## src/rtl/sdcr_consts.svh

```systemverilog
// Constants of the SDRAM configuration and refresh block.
// Assumes inclusion from the refresh and top design modules only.
`ifndef SDCR_CONSTS_SVH
`define SDCR_CONSTS_SVH
`define SDCR_CFG_OFFSET 8'h20
`define SDCR_UPORG_MSB 29
`define SDCR_UPORG_LSB 28
`define SDCR_CLKDIS_BIT 27
`define SDCR_PWD_BIT 26
`define SDCR_FREQ_MSB 25
`define SDCR_FREQ_LSB 24
`define SDCR_RELOAD_MSB 23
`define SDCR_RELOAD_LSB 8
`define SDCR_ORG_MSB 7
`define SDCR_ORG_LSB 4
`define SDCR_ARE_MSB 3
`define SDCR_ARE_LSB 2
`define SDCR_RSV1_BIT 1
`define SDCR_SELF_BIT 0
`define SDCR_STAT_OFFSET 8'h24
`define SDCR_RELOAD_RST 16'h6188
`define SDCR_FREQ_RST 2'h0
`define SDCR_ORG_RST 4'h0
`define SDCR_UPORG_RST 2'h0
`define SDCR_ARE_RST 2'h0
`define SDCR_BURST_FOUR 4'h4
`define SDCR_BURST_EIGHT 4'h8
`define SDCR_BURST_ONE 4'h1
`endif

```

## src/rtl/sdcr_pkg.sv

```systemverilog
// Types of the SDRAM configuration and refresh block.
// Assumes nothing beyond the constants header.
package sdcr_pkg;
    typedef enum logic [1:0] {
        SDCR_FREQ_ZERO = 2'h0,
        SDCR_FREQ_ONE = 2'h1,
        SDCR_FREQ_TWO = 2'h2,
        SDCR_FREQ_THREE = 2'h3
    } sdcr_freq_t;
    typedef enum logic [1:0] {
        SDCR_ARE_OFF = 2'h0,
        SDCR_ARE_SINGLE = 2'h1,
        SDCR_ARE_BURST4 = 2'h2,
        SDCR_ARE_BURST8 = 2'h3
    } sdcr_are_t;
    typedef enum logic [1:0] {
        SDCR_SR_IDLE = 2'h0,
        SDCR_SR_ACTIVE = 2'h1,
        SDCR_SR_EXIT = 2'h3
    } sdcr_sr_t;
    typedef struct packed {
        logic [3:0] bank_count;
        logic [1:0] device_count;
        logic [7:0] size_mbyte;
        logic [4:0] data_width;
        logic valid;
    } sdcr_geom_t;
endpackage

```

## src/rtl/sdcr_refresh.sv

```systemverilog
// Refresh interval counter and burst queue.
// Assumes reload and mode are stable register outputs on the same clock.
`timescale 1ns/1ps
`include "sdcr_consts.svh"
module sdcr_refresh
    import sdcr_pkg::*;
(
    // Clock and reset
    input wire logic clk_i,
    input wire logic rst_i,
    // Configuration
    input wire logic [15:0] reload_i,
    input wire sdcr_are_t mode_i,
    // Refresh handshake and status
    output logic refresh_request_o,
    input wire logic refresh_ack_i,
    output logic [15:0] count_o,
    output logic [3:0] pending_o
);
    logic [15:0] count;
    logic [15:0] next_count;
    logic [3:0] pending;
    logic [3:0] next_pending;
    logic [3:0] burst_len;
    logic expire;
    logic take;

    always_comb begin
        unique case (mode_i)
            SDCR_ARE_SINGLE: burst_len = `SDCR_BURST_ONE;
            SDCR_ARE_BURST4: burst_len = `SDCR_BURST_FOUR;
            SDCR_ARE_BURST8: burst_len = `SDCR_BURST_EIGHT;
            default: burst_len = 4'h0;
        endcase
    end

    assign expire = (mode_i != SDCR_ARE_OFF) && (count == 16'h0000);
    assign take = refresh_request_o && refresh_ack_i;

    always_comb begin
        next_count = count;
        next_pending = pending;
        if (mode_i == SDCR_ARE_OFF) begin
            // Disabled: drop the queue, the processor refreshes itself
            next_count = reload_i;
            next_pending = 4'h0;
        end else begin
            if (expire) begin
                next_count = reload_i;
            end else begin
                next_count = count - 16'h0001;
            end
            if (take) begin
                next_pending = pending - 4'h1;
            end
            // Queue saturates: a late ack must not wrap the counter
            if (expire) begin
                if ((5'(next_pending) + 5'(burst_len)) > 5'h0f) begin
                    next_pending = 4'hf;
                end else begin
                    next_pending = next_pending + burst_len;
                end
            end
        end
    end

    always_ff @(posedge clk_i) begin
        if (rst_i) begin
            count <= `SDCR_RELOAD_RST;
            pending <= 4'h0;
        end else begin
            count <= next_count;
            pending <= next_pending;
        end
    end

    assign refresh_request_o = (pending != 4'h0);
    assign count_o = count;
    assign pending_o = pending;
endmodule

```

## src/rtl/sdcr_geometry.sv

```systemverilog
// Decoder from six-bit organization code to device geometry.
// Assumes a registered code; output is purely combinational.
`timescale 1ns/1ps
module sdcr_geometry
    import sdcr_pkg::*;
(
    // Organization code
    input wire logic [5:0] code_i,
    // Decoded geometry
    output sdcr_geom_t geom_o
);
    always_comb begin
        geom_o = '{bank_count: 4'h0, device_count: 2'h0, size_mbyte: 8'h00,
                   data_width: 5'h00, valid: 1'b0};
        unique case (code_i)
            6'h00: geom_o = '{4'h2, 2'h2, 8'h04, 5'h08, 1'b1};
            6'h02: geom_o = '{4'h2, 2'h1, 8'h02, 5'h10, 1'b1};
            6'h04: geom_o = '{4'h2, 2'h2, 8'h10, 5'h08, 1'b1};
            6'h06: geom_o = '{4'h2, 2'h1, 8'h08, 5'h10, 1'b1};
            6'h05: geom_o = '{4'h4, 2'h2, 8'h10, 5'h08, 1'b1};
            6'h07: geom_o = '{4'h4, 2'h1, 8'h08, 5'h10, 1'b1};
            6'h09: geom_o = '{4'h4, 2'h2, 8'h20, 5'h08, 1'b1};
            6'h0b: geom_o = '{4'h4, 2'h1, 8'h10, 5'h10, 1'b1};
            6'h0d: geom_o = '{4'h4, 2'h2, 8'h40, 5'h08, 1'b1};
            6'h0f: geom_o = '{4'h4, 2'h1, 8'h20, 5'h10, 1'b1};
            6'h10: geom_o = '{4'h4, 2'h2, 8'h80, 5'h08, 1'b1};
            6'h20: geom_o = '{4'h4, 2'h1, 8'h80, 5'h10, 1'b1};
            default: geom_o.valid = 1'b0;
        endcase
    end
endmodule

```

## src/rtl/sdcr_top.sv

```systemverilog
// Configuration register, refresh control and self-refresh request for an SDRAM port.
// Assumes a classic Wishbone master on clk_i and an SDRAM sequencer that acks refreshes.
`timescale 1ns/1ps
`include "sdcr_consts.svh"
module sdcr_top
    import sdcr_pkg::*;
(
    // Clock and reset
    input wire logic clk_i,
    input wire logic rst_i,
    // Wishbone slave
    input wire logic wb_cyc_i,
    input wire logic wb_stb_i,
    input wire logic wb_we_i,
    input wire logic [7:0] wb_adr_i,
    input wire logic [3:0] wb_sel_i,
    input wire logic [31:0] wb_dat_i,
    output logic [31:0] wb_dat_o,
    output logic wb_ack_o,
    // Sequencer side
    output logic refresh_request_o,
    input wire logic refresh_ack_i,
    input wire logic sdram_access_i,
    input wire logic self_refresh_exit_i,
    output logic self_refresh_request_o,
    // Configuration outputs
    output logic [1:0] freq_range_o,
    output logic [5:0] org_code_o,
    output logic [3:0] bank_count_o,
    output logic [1:0] device_count_o,
    output logic [7:0] size_mbyte_o,
    output logic [4:0] data_width_o,
    output logic org_valid_o,
    output logic power_down_en_o,
    output logic sdram_clk_en_o
);
    logic [1:0] up_org;
    logic [1:0] next_up_org;
    logic clk_dis;
    logic next_clk_dis;
    logic pwd;
    logic next_pwd;
    sdcr_freq_t freq;
    sdcr_freq_t next_freq;
    logic [15:0] reload;
    logic [15:0] next_reload;
    logic [3:0] org;
    logic [3:0] next_org;
    sdcr_are_t are;
    sdcr_are_t next_are;
    logic self_req;
    logic next_self_req;
    logic ack;
    logic next_ack;
    logic [31:0] rdata;
    logic [31:0] next_rdata;
    sdcr_sr_t sr_state;
    sdcr_sr_t next_sr_state;
    logic acc_s1;
    logic acc_s2;
    logic exit_s1;
    logic exit_s2;
    logic [15:0] rf_count;
    logic [3:0] rf_pending;
    logic [31:0] cfg_word;
    logic [31:0] wmask;
    logic [31:0] wval;
    logic wr;
    logic rd_pulse;
    sdcr_geom_t geom;

    // Byte lane mask; sel bits pick the lanes that take write data
    genvar gi;
    generate
        for (gi = 0; gi < 4; gi++) begin : g_lane
            assign wmask[gi*8 +: 8] = {8{wb_sel_i[gi]}};
        end
    endgenerate

    // Self-refresh handshake lines come from the memory side, so sync them
    always_ff @(posedge clk_i) begin
        if (rst_i) begin
            acc_s1 <= 1'b0;
            acc_s2 <= 1'b0;
            exit_s1 <= 1'b0;
            exit_s2 <= 1'b0;
        end else begin
            acc_s1 <= sdram_access_i;
            acc_s2 <= acc_s1;
            exit_s1 <= self_refresh_exit_i;
            exit_s2 <= exit_s1;
        end
    end

    always_comb begin
        cfg_word = 32'h0000_0000;
        cfg_word[`SDCR_UPORG_MSB:`SDCR_UPORG_LSB] = up_org;
        cfg_word[`SDCR_CLKDIS_BIT] = clk_dis;
        cfg_word[`SDCR_PWD_BIT] = pwd;
        cfg_word[`SDCR_FREQ_MSB:`SDCR_FREQ_LSB] = freq;
        cfg_word[`SDCR_RELOAD_MSB:`SDCR_RELOAD_LSB] = reload;
        cfg_word[`SDCR_ORG_MSB:`SDCR_ORG_LSB] = org;
        cfg_word[`SDCR_ARE_MSB:`SDCR_ARE_LSB] = are;
        cfg_word[`SDCR_RSV1_BIT] = 1'b1;
        cfg_word[`SDCR_SELF_BIT] = self_req;
    end

    // One wait state: ack in the cycle after the request, dropped next cycle
    // Write lands on the acknowledged edge, while the request still stands
    assign wr = wb_cyc_i && wb_stb_i && wb_we_i && ack;
    assign rd_pulse = wb_cyc_i && wb_stb_i && !wb_we_i && !ack;
    assign wval = (cfg_word & ~wmask) | (wb_dat_i & wmask);

    always_comb begin
        next_ack = wb_cyc_i && wb_stb_i && !ack;
        next_rdata = rdata;
        next_up_org = up_org;
        next_clk_dis = clk_dis;
        next_pwd = pwd;
        next_freq = freq;
        next_reload = reload;
        next_org = org;
        next_are = are;
        next_self_req = self_req;
        if (rd_pulse) begin
            unique case (wb_adr_i)
                `SDCR_CFG_OFFSET: next_rdata = cfg_word;
                `SDCR_STAT_OFFSET: next_rdata = {8'h00, rf_pending, 2'(sr_state),
                                                 1'b0, refresh_request_o, rf_count};
                default: next_rdata = 32'h0000_0000;
            endcase
        end
        if (wr && wb_adr_i == `SDCR_CFG_OFFSET) begin
            next_up_org = wval[`SDCR_UPORG_MSB:`SDCR_UPORG_LSB];
            next_clk_dis = wval[`SDCR_CLKDIS_BIT];
            next_pwd = wval[`SDCR_PWD_BIT];
            next_freq = sdcr_freq_t'(wval[`SDCR_FREQ_MSB:`SDCR_FREQ_LSB]);
            next_reload = wval[`SDCR_RELOAD_MSB:`SDCR_RELOAD_LSB];
            next_org = wval[`SDCR_ORG_MSB:`SDCR_ORG_LSB];
            next_are = sdcr_are_t'(wval[`SDCR_ARE_MSB:`SDCR_ARE_LSB]);
            next_self_req = wval[`SDCR_SELF_BIT];
        end
    end

    always_ff @(posedge clk_i) begin
        if (rst_i) begin
            ack <= 1'b0;
            rdata <= 32'h0000_0000;
            up_org <= `SDCR_UPORG_RST;
            clk_dis <= 1'b0;
            pwd <= 1'b0;
            freq <= SDCR_FREQ_ZERO;
            reload <= `SDCR_RELOAD_RST;
            org <= `SDCR_ORG_RST;
            are <= SDCR_ARE_OFF;
            self_req <= 1'b0;
        end else begin
            ack <= next_ack;
            rdata <= next_rdata;
            up_org <= next_up_org;
            clk_dis <= next_clk_dis;
            pwd <= next_pwd;
            freq <= next_freq;
            reload <= next_reload;
            org <= next_org;
            are <= next_are;
            self_req <= next_self_req;
        end
    end

    // Self-refresh tracker: after the memory leaves self-refresh on its own,
    // the next access sends it back while the bit stays set
    always_comb begin
        next_sr_state = sr_state;
        unique case (sr_state)
            SDCR_SR_IDLE: begin
                if (self_req) begin
                    next_sr_state = SDCR_SR_ACTIVE;
                end
            end
            SDCR_SR_ACTIVE: begin
                if (!self_req) begin
                    next_sr_state = SDCR_SR_IDLE;
                end else if (exit_s2) begin
                    next_sr_state = SDCR_SR_EXIT;
                end
            end
            SDCR_SR_EXIT: begin
                if (!self_req) begin
                    next_sr_state = SDCR_SR_IDLE;
                end else if (acc_s2) begin
                    next_sr_state = SDCR_SR_ACTIVE;
                end
            end
            default: next_sr_state = SDCR_SR_IDLE;
        endcase
    end

    always_ff @(posedge clk_i) begin
        if (rst_i) begin
            sr_state <= SDCR_SR_IDLE;
        end else begin
            sr_state <= next_sr_state;
        end
    end

    assign self_refresh_request_o = (sr_state == SDCR_SR_ACTIVE);

    sdcr_refresh u_refresh (
        .clk_i(clk_i),
        .rst_i(rst_i),
        .reload_i(reload),
        .mode_i(are),
        .refresh_request_o(refresh_request_o),
        .refresh_ack_i(refresh_ack_i),
        .count_o(rf_count),
        .pending_o(rf_pending)
    );

    sdcr_geometry u_geometry (
        .code_i({up_org, org}),
        .geom_o(geom)
    );

    assign wb_ack_o = ack;
    assign wb_dat_o = rdata;
    assign freq_range_o = freq;
    assign org_code_o = {up_org, org};
    assign bank_count_o = geom.bank_count;
    assign device_count_o = geom.device_count;
    assign size_mbyte_o = geom.size_mbyte;
    assign data_width_o = geom.data_width;
    assign org_valid_o = geom.valid;
    assign power_down_en_o = pwd;
    assign sdram_clk_en_o = !clk_dis;
endmodule

```

## config.mk

```make
export PLATFORM = sky130hd
export DESIGN_NAME = sdcr_top
export DESIGN_NICKNAME = d
export VERILOG_FILES = /design/src/rtl/sdcr_pkg.sv /design/src/rtl/sdcr_refresh.sv /design/src/rtl/sdcr_geometry.sv /design/src/rtl/sdcr_top.sv
export VERILOG_INCLUDE_DIRS = /design/src /design/src/rtl
export SDC_FILE = /design/constraint.sdc
export NUM_CORES = 1
export LEC_CHECK = 0
export ABC_AREA = 1
export BUFFER_PORTS_ARGS = -buffer_cell sky130_fd_sc_hd__buf_4
export CAP_MARGIN = 0
export CORE_AREA = 2 2 104 106
export CTS_BUF_LIST = sky130_fd_sc_hd__clkbuf_16
export DETAILED_ROUTE_END_ITERATION = 8
export DIE_AREA = 0 0 106 108
export GPL_TIMING_DRIVEN = 0
export MAX_ROUTING_LAYER = met4
export PLACE_DENSITY = 0.66
export REMOVE_ABC_BUFFERS = 1
export SYNTH_ARGS = -nofsm -noshare
export SYNTH_HDL_FRONTEND = slang
export SYNTH_HIERARCHICAL = 1
export SYNTH_SLANG_ARGS = --single-unit
```

## constraint.sdc

```tcl
create_clock -name clk_i -period 2.2 [get_ports clk_i]
set_input_delay 0.11 -clock clk_i [delete_from_list [all_inputs] [get_ports clk_i]]
set_output_delay 0.11 -clock clk_i [all_outputs]
set_load 0.005 [all_outputs]
```

=== Word-level counts from Yosys, hierarchy flattened ===
Index checks and enable logic that the tools add are counted.

* Input port bits: 52
* Word-level logic and storage cells: 84
* Bits in registers: 88
* Output and inout bits: 65

* Multiplexer cells: 16
* Reductions and logical operators: 21
* $lt $le $gt $ge: 1
* Eq/ne operators: 21
* Bitwise logic cells: 4
* Add/subtract/negate cells: 4

{| class="wikitable"
|+ Operators with widths
! operator !! count
|-
| case mux 18 bit (12 select lines) || 1
|-
| AND 30 bit || 2
|-
| case mux 30 bit (2 select lines) || 1
|-
| two-way mux 16 bit || 2
|-
| inverter 30 bit || 1
|-
| bitwise OR 30 bit || 1
|-
| equality test 6 x 3 -> 1 bit (second input constant) || 4
|-
| equality test 6 x 4 -> 1 bit (second input constant) || 4
|-
| equality test 8 x 6 -> 1 bit (second input constant) || 2
|-
| zero test 16 bit || 1
|-
| two-way mux 4 bit || 4
|-
| subtractor 16 x 1 -> 16 bit (second input constant) || 1
|-
| case mux 4 bit (3 select lines) || 1
|-
| OR reduction 12 bit || 1
|-
| two-way mux 2 bit || 5
|-
| logical AND 1 bit || 9
|-
| equality test 2 bit (second input constant) || 3
|-
| equality test 6 x 2 -> 1 bit (second input constant) || 1
|-
| equality test 6 x 5 -> 1 bit (second input constant) || 1
|-
| equality test 6 bit (second input constant) || 1
|-
| zero test 6 bit || 1
|-
| case mux 2 bit (3 select lines) || 1
|-
| adder 4 x 4 -> 5 bit || 1
|-
| greater-than comparator 5 x 4 -> 1 bit (second input constant) || 1
|-
| 13 further kinds || 17
|}

=== Logic depth before layout (Yosys ltp) ===
* Depth in word-level cells: 8
* Gate-level depth with buffers: 14
* Depth with buffers taken out: 14

=== By module ===
The synthesis kept the hierarchy.

{| class="wikitable"
|+ Modules (own cells, without submodules)
! module !! sequential area each (sq um) !! cells each !! times used !! area each (sq um)
|-
| sdcr_top || 1321.3 || 432 || 1 || 2924.1
|-
| sdcr_refresh || 400.4 || 205 || 1 || 1353.8
|-
| sdcr_geometry || 0.0 || 59 || 1 || 289.0
|}

=== Worst setup path before layout ===
OpenSTA, ideal clock, no wires.

* Path type: reg2reg
* From: reg u_refresh.pending[0], in the netlist u_refresh/pending_o[0]
* To: reg u_refresh.pending[3], in the netlist u_refresh/pending_o[3]
* Library setup time: 109 ps
* Period minus slack after synthesis: 2009 ps
* Slack: 191 ps
* Buffers on the path: 0
* Data required time: 2091 ps
* Data arrival time: 1900 ps
* Stages on the path, launching flop included: 14
* Cell sequence: dfxtp_1 inv_1 ha_1 nand2_1 nand2_1 xor2_1 ha_1 ha_1 a21oi_1 o21bai_1 nor2_1 nand3_1 nand2_1 inv_1

* Longest elaborated chain between the ends: 8
* Elaborated cells between the ends (all ways): 10
* Classes of those cells: add/sub (3); order compare (1); mux (4); reduce/logical (2)

{| class="wikitable"
|+ RTL lines
! what !! line !! source
|-
| from (decl) || sdcr_refresh.sv:22 || <nowiki>logic [3:0] pending;</nowiki>
|-
| from (signal assigned) || sdcr_refresh.sv:73 || <nowiki>pending <= next_pending;</nowiki>
|-
| nonzero test 4 bit (*) || sdcr_refresh.sv:77 || <nowiki>assign refresh_request_o = (pending != 4'h0);</nowiki>
|-
| via refresh_request_o || sdcr_top.sv:21 || <nowiki>output logic refresh_request_o,</nowiki>
|-
| logical AND 1 bit (*) || sdcr_refresh.sv:38 || <nowiki>assign take = refresh_request_o && refresh_ack_i;</nowiki>
|-
| two-way mux 4 bit (*) || sdcr_refresh.sv:53 || <nowiki>if (take) begin</nowiki>
|-
| two-way mux 4 bit (*) || sdcr_refresh.sv:43 || <nowiki>if (mode_i == SDCR_ARE_OFF) begin</nowiki>
|-
| adder 4 x 4 -> 5 bit || sdcr_refresh.sv:58 || <nowiki>if ((5'(next_pending) + 5'(burst_len)) > 5'h0f) begin</nowiki>
|-
| greater-than comparator 5 x 4 -> 1 bit || sdcr_refresh.sv:58 ||
|-
| two-way mux 4 bit || sdcr_refresh.sv:58 ||
|-
| two-way mux 4 bit (*) || sdcr_refresh.sv:57 || <nowiki>if (expire) begin</nowiki>
|}

Mark *: on every way through the listed nets, which the timed path passes. The rest lies on a longest branch. The select of a mux whose other input is x is not followed.
A chain may end at the register's enable or synchronous reset.

=== Final worst setup path ===
* From: reg u_refresh.pending[0], in the netlist u_refresh/pending_o[0]
* To: reg u_refresh.pending[3], in the netlist u_refresh/pending_o[3]

* Longest elaborated chain between the ends: 8
* Elaborated cells between the ends (all ways): 10
* Classes of those cells: add/sub (3); order compare (1); mux (4); reduce/logical (2)

{| class="wikitable"
|+ RTL lines
! what !! line
|-
| branches (longest 2 deep; another with subtractor 4 x 1 -> 4 bit) || -
|-
| two-way mux 4 bit (*) || sdcr_refresh.sv:53
|-
| two-way mux 4 bit (*) || sdcr_refresh.sv:43
|-
| adder 4 x 4 -> 5 bit || sdcr_refresh.sv:58
|-
| greater-than comparator 5 x 4 -> 1 bit || sdcr_refresh.sv:58
|-
| two-way mux 4 bit || sdcr_refresh.sv:58
|-
| two-way mux 4 bit (*) || sdcr_refresh.sv:57
|}

Mark *: on every way between the ends. The select of a mux whose other input is x is not followed.

==> results.md <==
- The multiplexer share of the synthesized area is 0%.
- Setup slack closes at ~0.15 ns.
- The largest individual stage delay along the critical path comes from the cell sky130_fd_sc_hd__dfxtp_1.
- The setup slack after placement is -0.0245 ns.
- The initial antenna violation count is 0.
- The number of warnings issued by yosys is 6.
- The cell family contributing the most delay on the critical path is adder cells.
- Setup violations remaining at the end of the flow were counted as 0.
- From bottom edge to top edge, the die measures between 100 and 150 um.
- After the last flow step, the layout net total stands at 864.
- The signal on the critical path passes through inv_2 -> ha_2 -> nand2_4 -> nand2_2 -> xor2_2 -> ha_1 -> ha_1 -> a21oi_2 -> o21bai_2 -> nor2_1 -> nand3_1 -> nand2_1 -> inv_1.
- The slew at the pin closest to its max-slew limit is approximately 0.87 ns.
- The sequential fraction of the synthesis area is 37.7%.
- The worst hold-check path type is in -> reg.
- Setup repair after global routing left no endpoint under its margin.
- The overall track demand over capacity in global routing is 21.3%.
- The total power after layout is about 3.3 mW.
- The first detailed-routing pass took 4 iterations.
- The total I/O pin count is 117.
- For this run, design rule violations remaining after detail routing come to 0.
- The data arrival time of the critical path is 2.29 ns.
- In this run the remaining antenna-violating nets after routing total 0.
- The worst ir drop on vdd is 0.348 mV.
- Once the floorplan was initialized, standard cells occupied between 40 and 50% of the core.
- In this run the number of cells on the critical path is 13.
- The first-pass GRT wire length is 19300 um.
- Fill cells in the final layout number 963.
- The clock network latency to the later pin of the worst-skew pair is 0.33 ns.
- The overall routed net length is 11600 um.
- The final clock period utilization by the worst path is 93.2%.
- After synthesis, the share of flip-flops with an asynchronous set or reset is 0%.
- After legalization and detailed placement, the total HPWL measured 8090 um.
- In this design, the stage delay of the slowest critical-path cell is 0.34 ns.
- The share of synthesized cell area in and, or, nand and nor gates is around two fifths.
- The cell at the root of the clock tree is sky130_fd_sc_hd__clkbuf_16.
- Entering global routing, the biggest net connects 35 pins.
- The worst hold path was traced through 3 stages.
- The clock sink count is 86.
- The number of different library cells used by synthesis comes to 32.
- After synthesis, the largest family of logic cells by area is simple AND/OR/NAND/NOR gates.
- Based on the critical path, the design can be clocked at up to between 0.4 and 0.5 GHz.
- The worst clock skew is 0.00774 ns.
- The clock passes through at most 2 buffers.
- The most instantiated flip-flop cell in the synthesis netlist is sky130_fd_sc_hd__dfxtp_1.
- After detailed routing, the average wire length per cell comes to between 10 and 15 um.
- Global routing finished with a remaining overflow of 0.
- The endpoint kind of the worst setup timing path is a register.
- The via count is 4494.
- The most used cell along the critical path is sky130_fd_sc_hd__ha_1.
- The final critical delay including setup and external delays is 2.05 ns.
- At the worst endpoint, the required time is about 2.4 ns.
- The area growth from synthesis to layout is 30.3%.
- The buffers plus inverters on the worst setup path is 2.
- Max-cap violations in this run came to 0.
- The cell count after synthesis is ~700.
- During placement, the flow inserted port buffers numbering 105.
- After detailed routing, the number of vias per cell comes to 4.75.
- The flow ran to the end, and the final reports show no timing, DRC or antenna violations.
- At the end of routability-driven placement, the weighted congestion stood at 0.901.
- The final count of hold timing violations is 0.
- After synthesis the cells add up to 0.00457 mm^2.
- Of the total synthesized cell area, the portion taken by XOR and XNOR cells is 2.49%.
- The violation count after the first detailed-routing iteration is 216.
- Yosys mapped a number of flops with a built-in enable equal to 0.
- In this run, CTS created clock tree buffers numbering 9.
- The critical path class is reg -> reg.
- The final max-slew violation count was 0.
- The standard cell core area is 0.0102 mm^2.
- The antenna diode count is 0.
- The worst setup path is launched from a register.
- The post-synthesis area per instance is 6.56 um^2.
- The synthesized netlist devotes 4.49% of its cell area to compound gates.
- In this run the core area contains 37 standard-cell rows.
- CTS built an H-tree with a depth of 3.
- Summing the areas of all fa, ha and maj instances in the mapped netlist gives 1.64% of the synthesized area.
- The worst-case headroom to the max-slew limit is 42.1%.
- The total leakage power is 3.06 nW.
- The die extent in x is between 100 and 150 um.
- The total power divided by cell area is 558 mW/mm^2.
- The number of global-route vias before repair is ~4300.
- The share of post-route cells with drive strength above 1 is 19.2%.
- After clock tree synthesis, the clock-pin slew on the worst setup and hold paths is ~0.060 ns.
- Counting cells, the worst reg-to-reg path comes to 13.
- The floorplan step defined a die boundary enclosing 0.0114 mm^2.
- The flip-flop and latch count after synthesis is 86.
- The CTS tree is yes.
- Of all nets on the critical path, the largest fanout is 5.
[cell usage in the layout, fill, tap and decap left out, types with 3 or more instances in the layout]
master,n
sky130_fd_sc_hd__xnor2_1,4
sky130_fd_sc_hd__dfxtp_1,85
sky130_fd_sc_hd__nand3_2,5
sky130_fd_sc_hd__nand3_1,97
sky130_fd_sc_hd__conb_1,8
sky130_fd_sc_hd__inv_1,95
sky130_fd_sc_hd__buf_4,105
sky130_fd_sc_hd__dlygate4sd3_1,21
sky130_fd_sc_hd__nor2_1,119
sky130_fd_sc_hd__nand2_1,164
sky130_fd_sc_hd__nor2_2,8
sky130_fd_sc_hd__ha_1,5
sky130_fd_sc_hd__nand2_4,3
sky130_fd_sc_hd__a21oi_1,12
sky130_fd_sc_hd__xor2_1,8
sky130_fd_sc_hd__nor2_4,4
sky130_fd_sc_hd__o21ai_0,18
sky130_fd_sc_hd__clkbuf_16,9
sky130_fd_sc_hd__nand2_2,4
sky130_fd_sc_hd__nor3_1,5
sky130_fd_sc_hd__o21ai_1,4
[kinds of logic (layout without fill, tap and decap cells)]
group / after synthesis / after routing
simple gates: 418 / 418
fa+ha+maj: 6 / 6
compound gates: 39 / 39
flops: 86 / 86
other cells: 2 / 8
xor+xnor: 13 / 13
buf+inv: 132 / 241
[metrics by stage]
step                      cells  instance area [um^2]  hold slack (ns)  TNS [ns]  util [%]
after floorplan             665                  4350            0.179    -0.759         -
after global placement      906                  5310            0.309    -26.40      51.9
after detailed placement    910                  5400            0.317   -0.0498      52.8
after CTS                   947                  5920         0.000381         0      57.9
after global routing        947                  5950           0.0141         0      58.2
final                       947                  5950           0.0110         0      58.2
[layout make-up]
class | instances | area (um^2) | area share (%)
clock inverters | 7 | 82.6 | 1.39
multi-input cells | 484 | 2310 | 38.8
clock buffers | 9 | 225 | 3.78
flip-flops and latches | 86 | 1720 | 29.0
well taps | 136 | 170 | 2.86
repair buffers | 130 | 1080 | 18.2
inverters | 95 | 357 | 5.99
[timing repair]
action	CTS	global route
hold buffers	21	0
hold endpoints to repair	21	0
endpoints found under the setup margin	4	4
buffers inserted	0	0
gates resized for setup	3	8
[worst paths after layout]
kind / from / to / slack, ns
max reg2reg: u_refresh/pending_o[0]$_SDFF_PP0_ / u_refresh/pending_o[3]$_SDFF_PP0_ / 0.15
min: wb_dat_i[21] / register / 0.01
max: u_refresh/pending_o[0]$_SDFF_PP0_ / u_refresh/pending_o[3]$_SDFF_PP0_ / 0.15
min reg2reg: exit_s1$_SDFF_PP0_ / exit_s2$_SDFF_PP0_ / 0.41
[routing by layer]
metal,up-vias,global-route usage [%],wire length [um]
met1,2047,26.5,5300
met5,-,-,0
met3,12,3.38,423
li1,2347,-,-
met4,0,6.02,157
met2,88,36.3,5690
[tightest hold or removal path: stages]
cell and delay (ns):
sky130_fd_sc_hd__buf_4 0.08, sky130_fd_sc_hd__nand2_1 0.05, sky130_fd_sc_hd__nand3_1 0.06
[report_power, final]
group	switching, mW	leakage, nW	internal, mW
sequential	0.00198	0.694	1.56
clock	0.603	0.157	0.979
combinational	0.0802	2.21	0.0966
[synth_stat cells, types with 5 or more instances]
library cell / number / area share (%)
sky130_fd_sc_hd__nor3_1: 6 / 0.66
sky130_fd_sc_hd__xor2_1: 9 / 1.7
sky130_fd_sc_hd__buf_6: 5 / 1.2
sky130_fd_sc_hd__nand2_1: 166 / 14
sky130_fd_sc_hd__inv_1: 93 / 7.6
sky130_fd_sc_hd__nand3_1: 97 / 11
sky130_fd_sc_hd__buf_2: 12 / 1.3
sky130_fd_sc_hd__nor2_1: 120 / 9.9
sky130_fd_sc_hd__o21ai_0: 19 / 2.1
sky130_fd_sc_hd__ha_1: 6 / 1.6
sky130_fd_sc_hd__dfxtp_1: 86 / 38
sky130_fd_sc_hd__buf_4: 12 / 2.0
sky130_fd_sc_hd__clkbuf_1: 8 / 0.66
sky130_fd_sc_hd__a21oi_1: 13 / 1.4
sky130_fd_sc_hd__nor2_2: 7 / 0.96
sky130_fd_sc_hd__nand3_2: 5 / 1.1
Power figures use the tool's default switching activity.
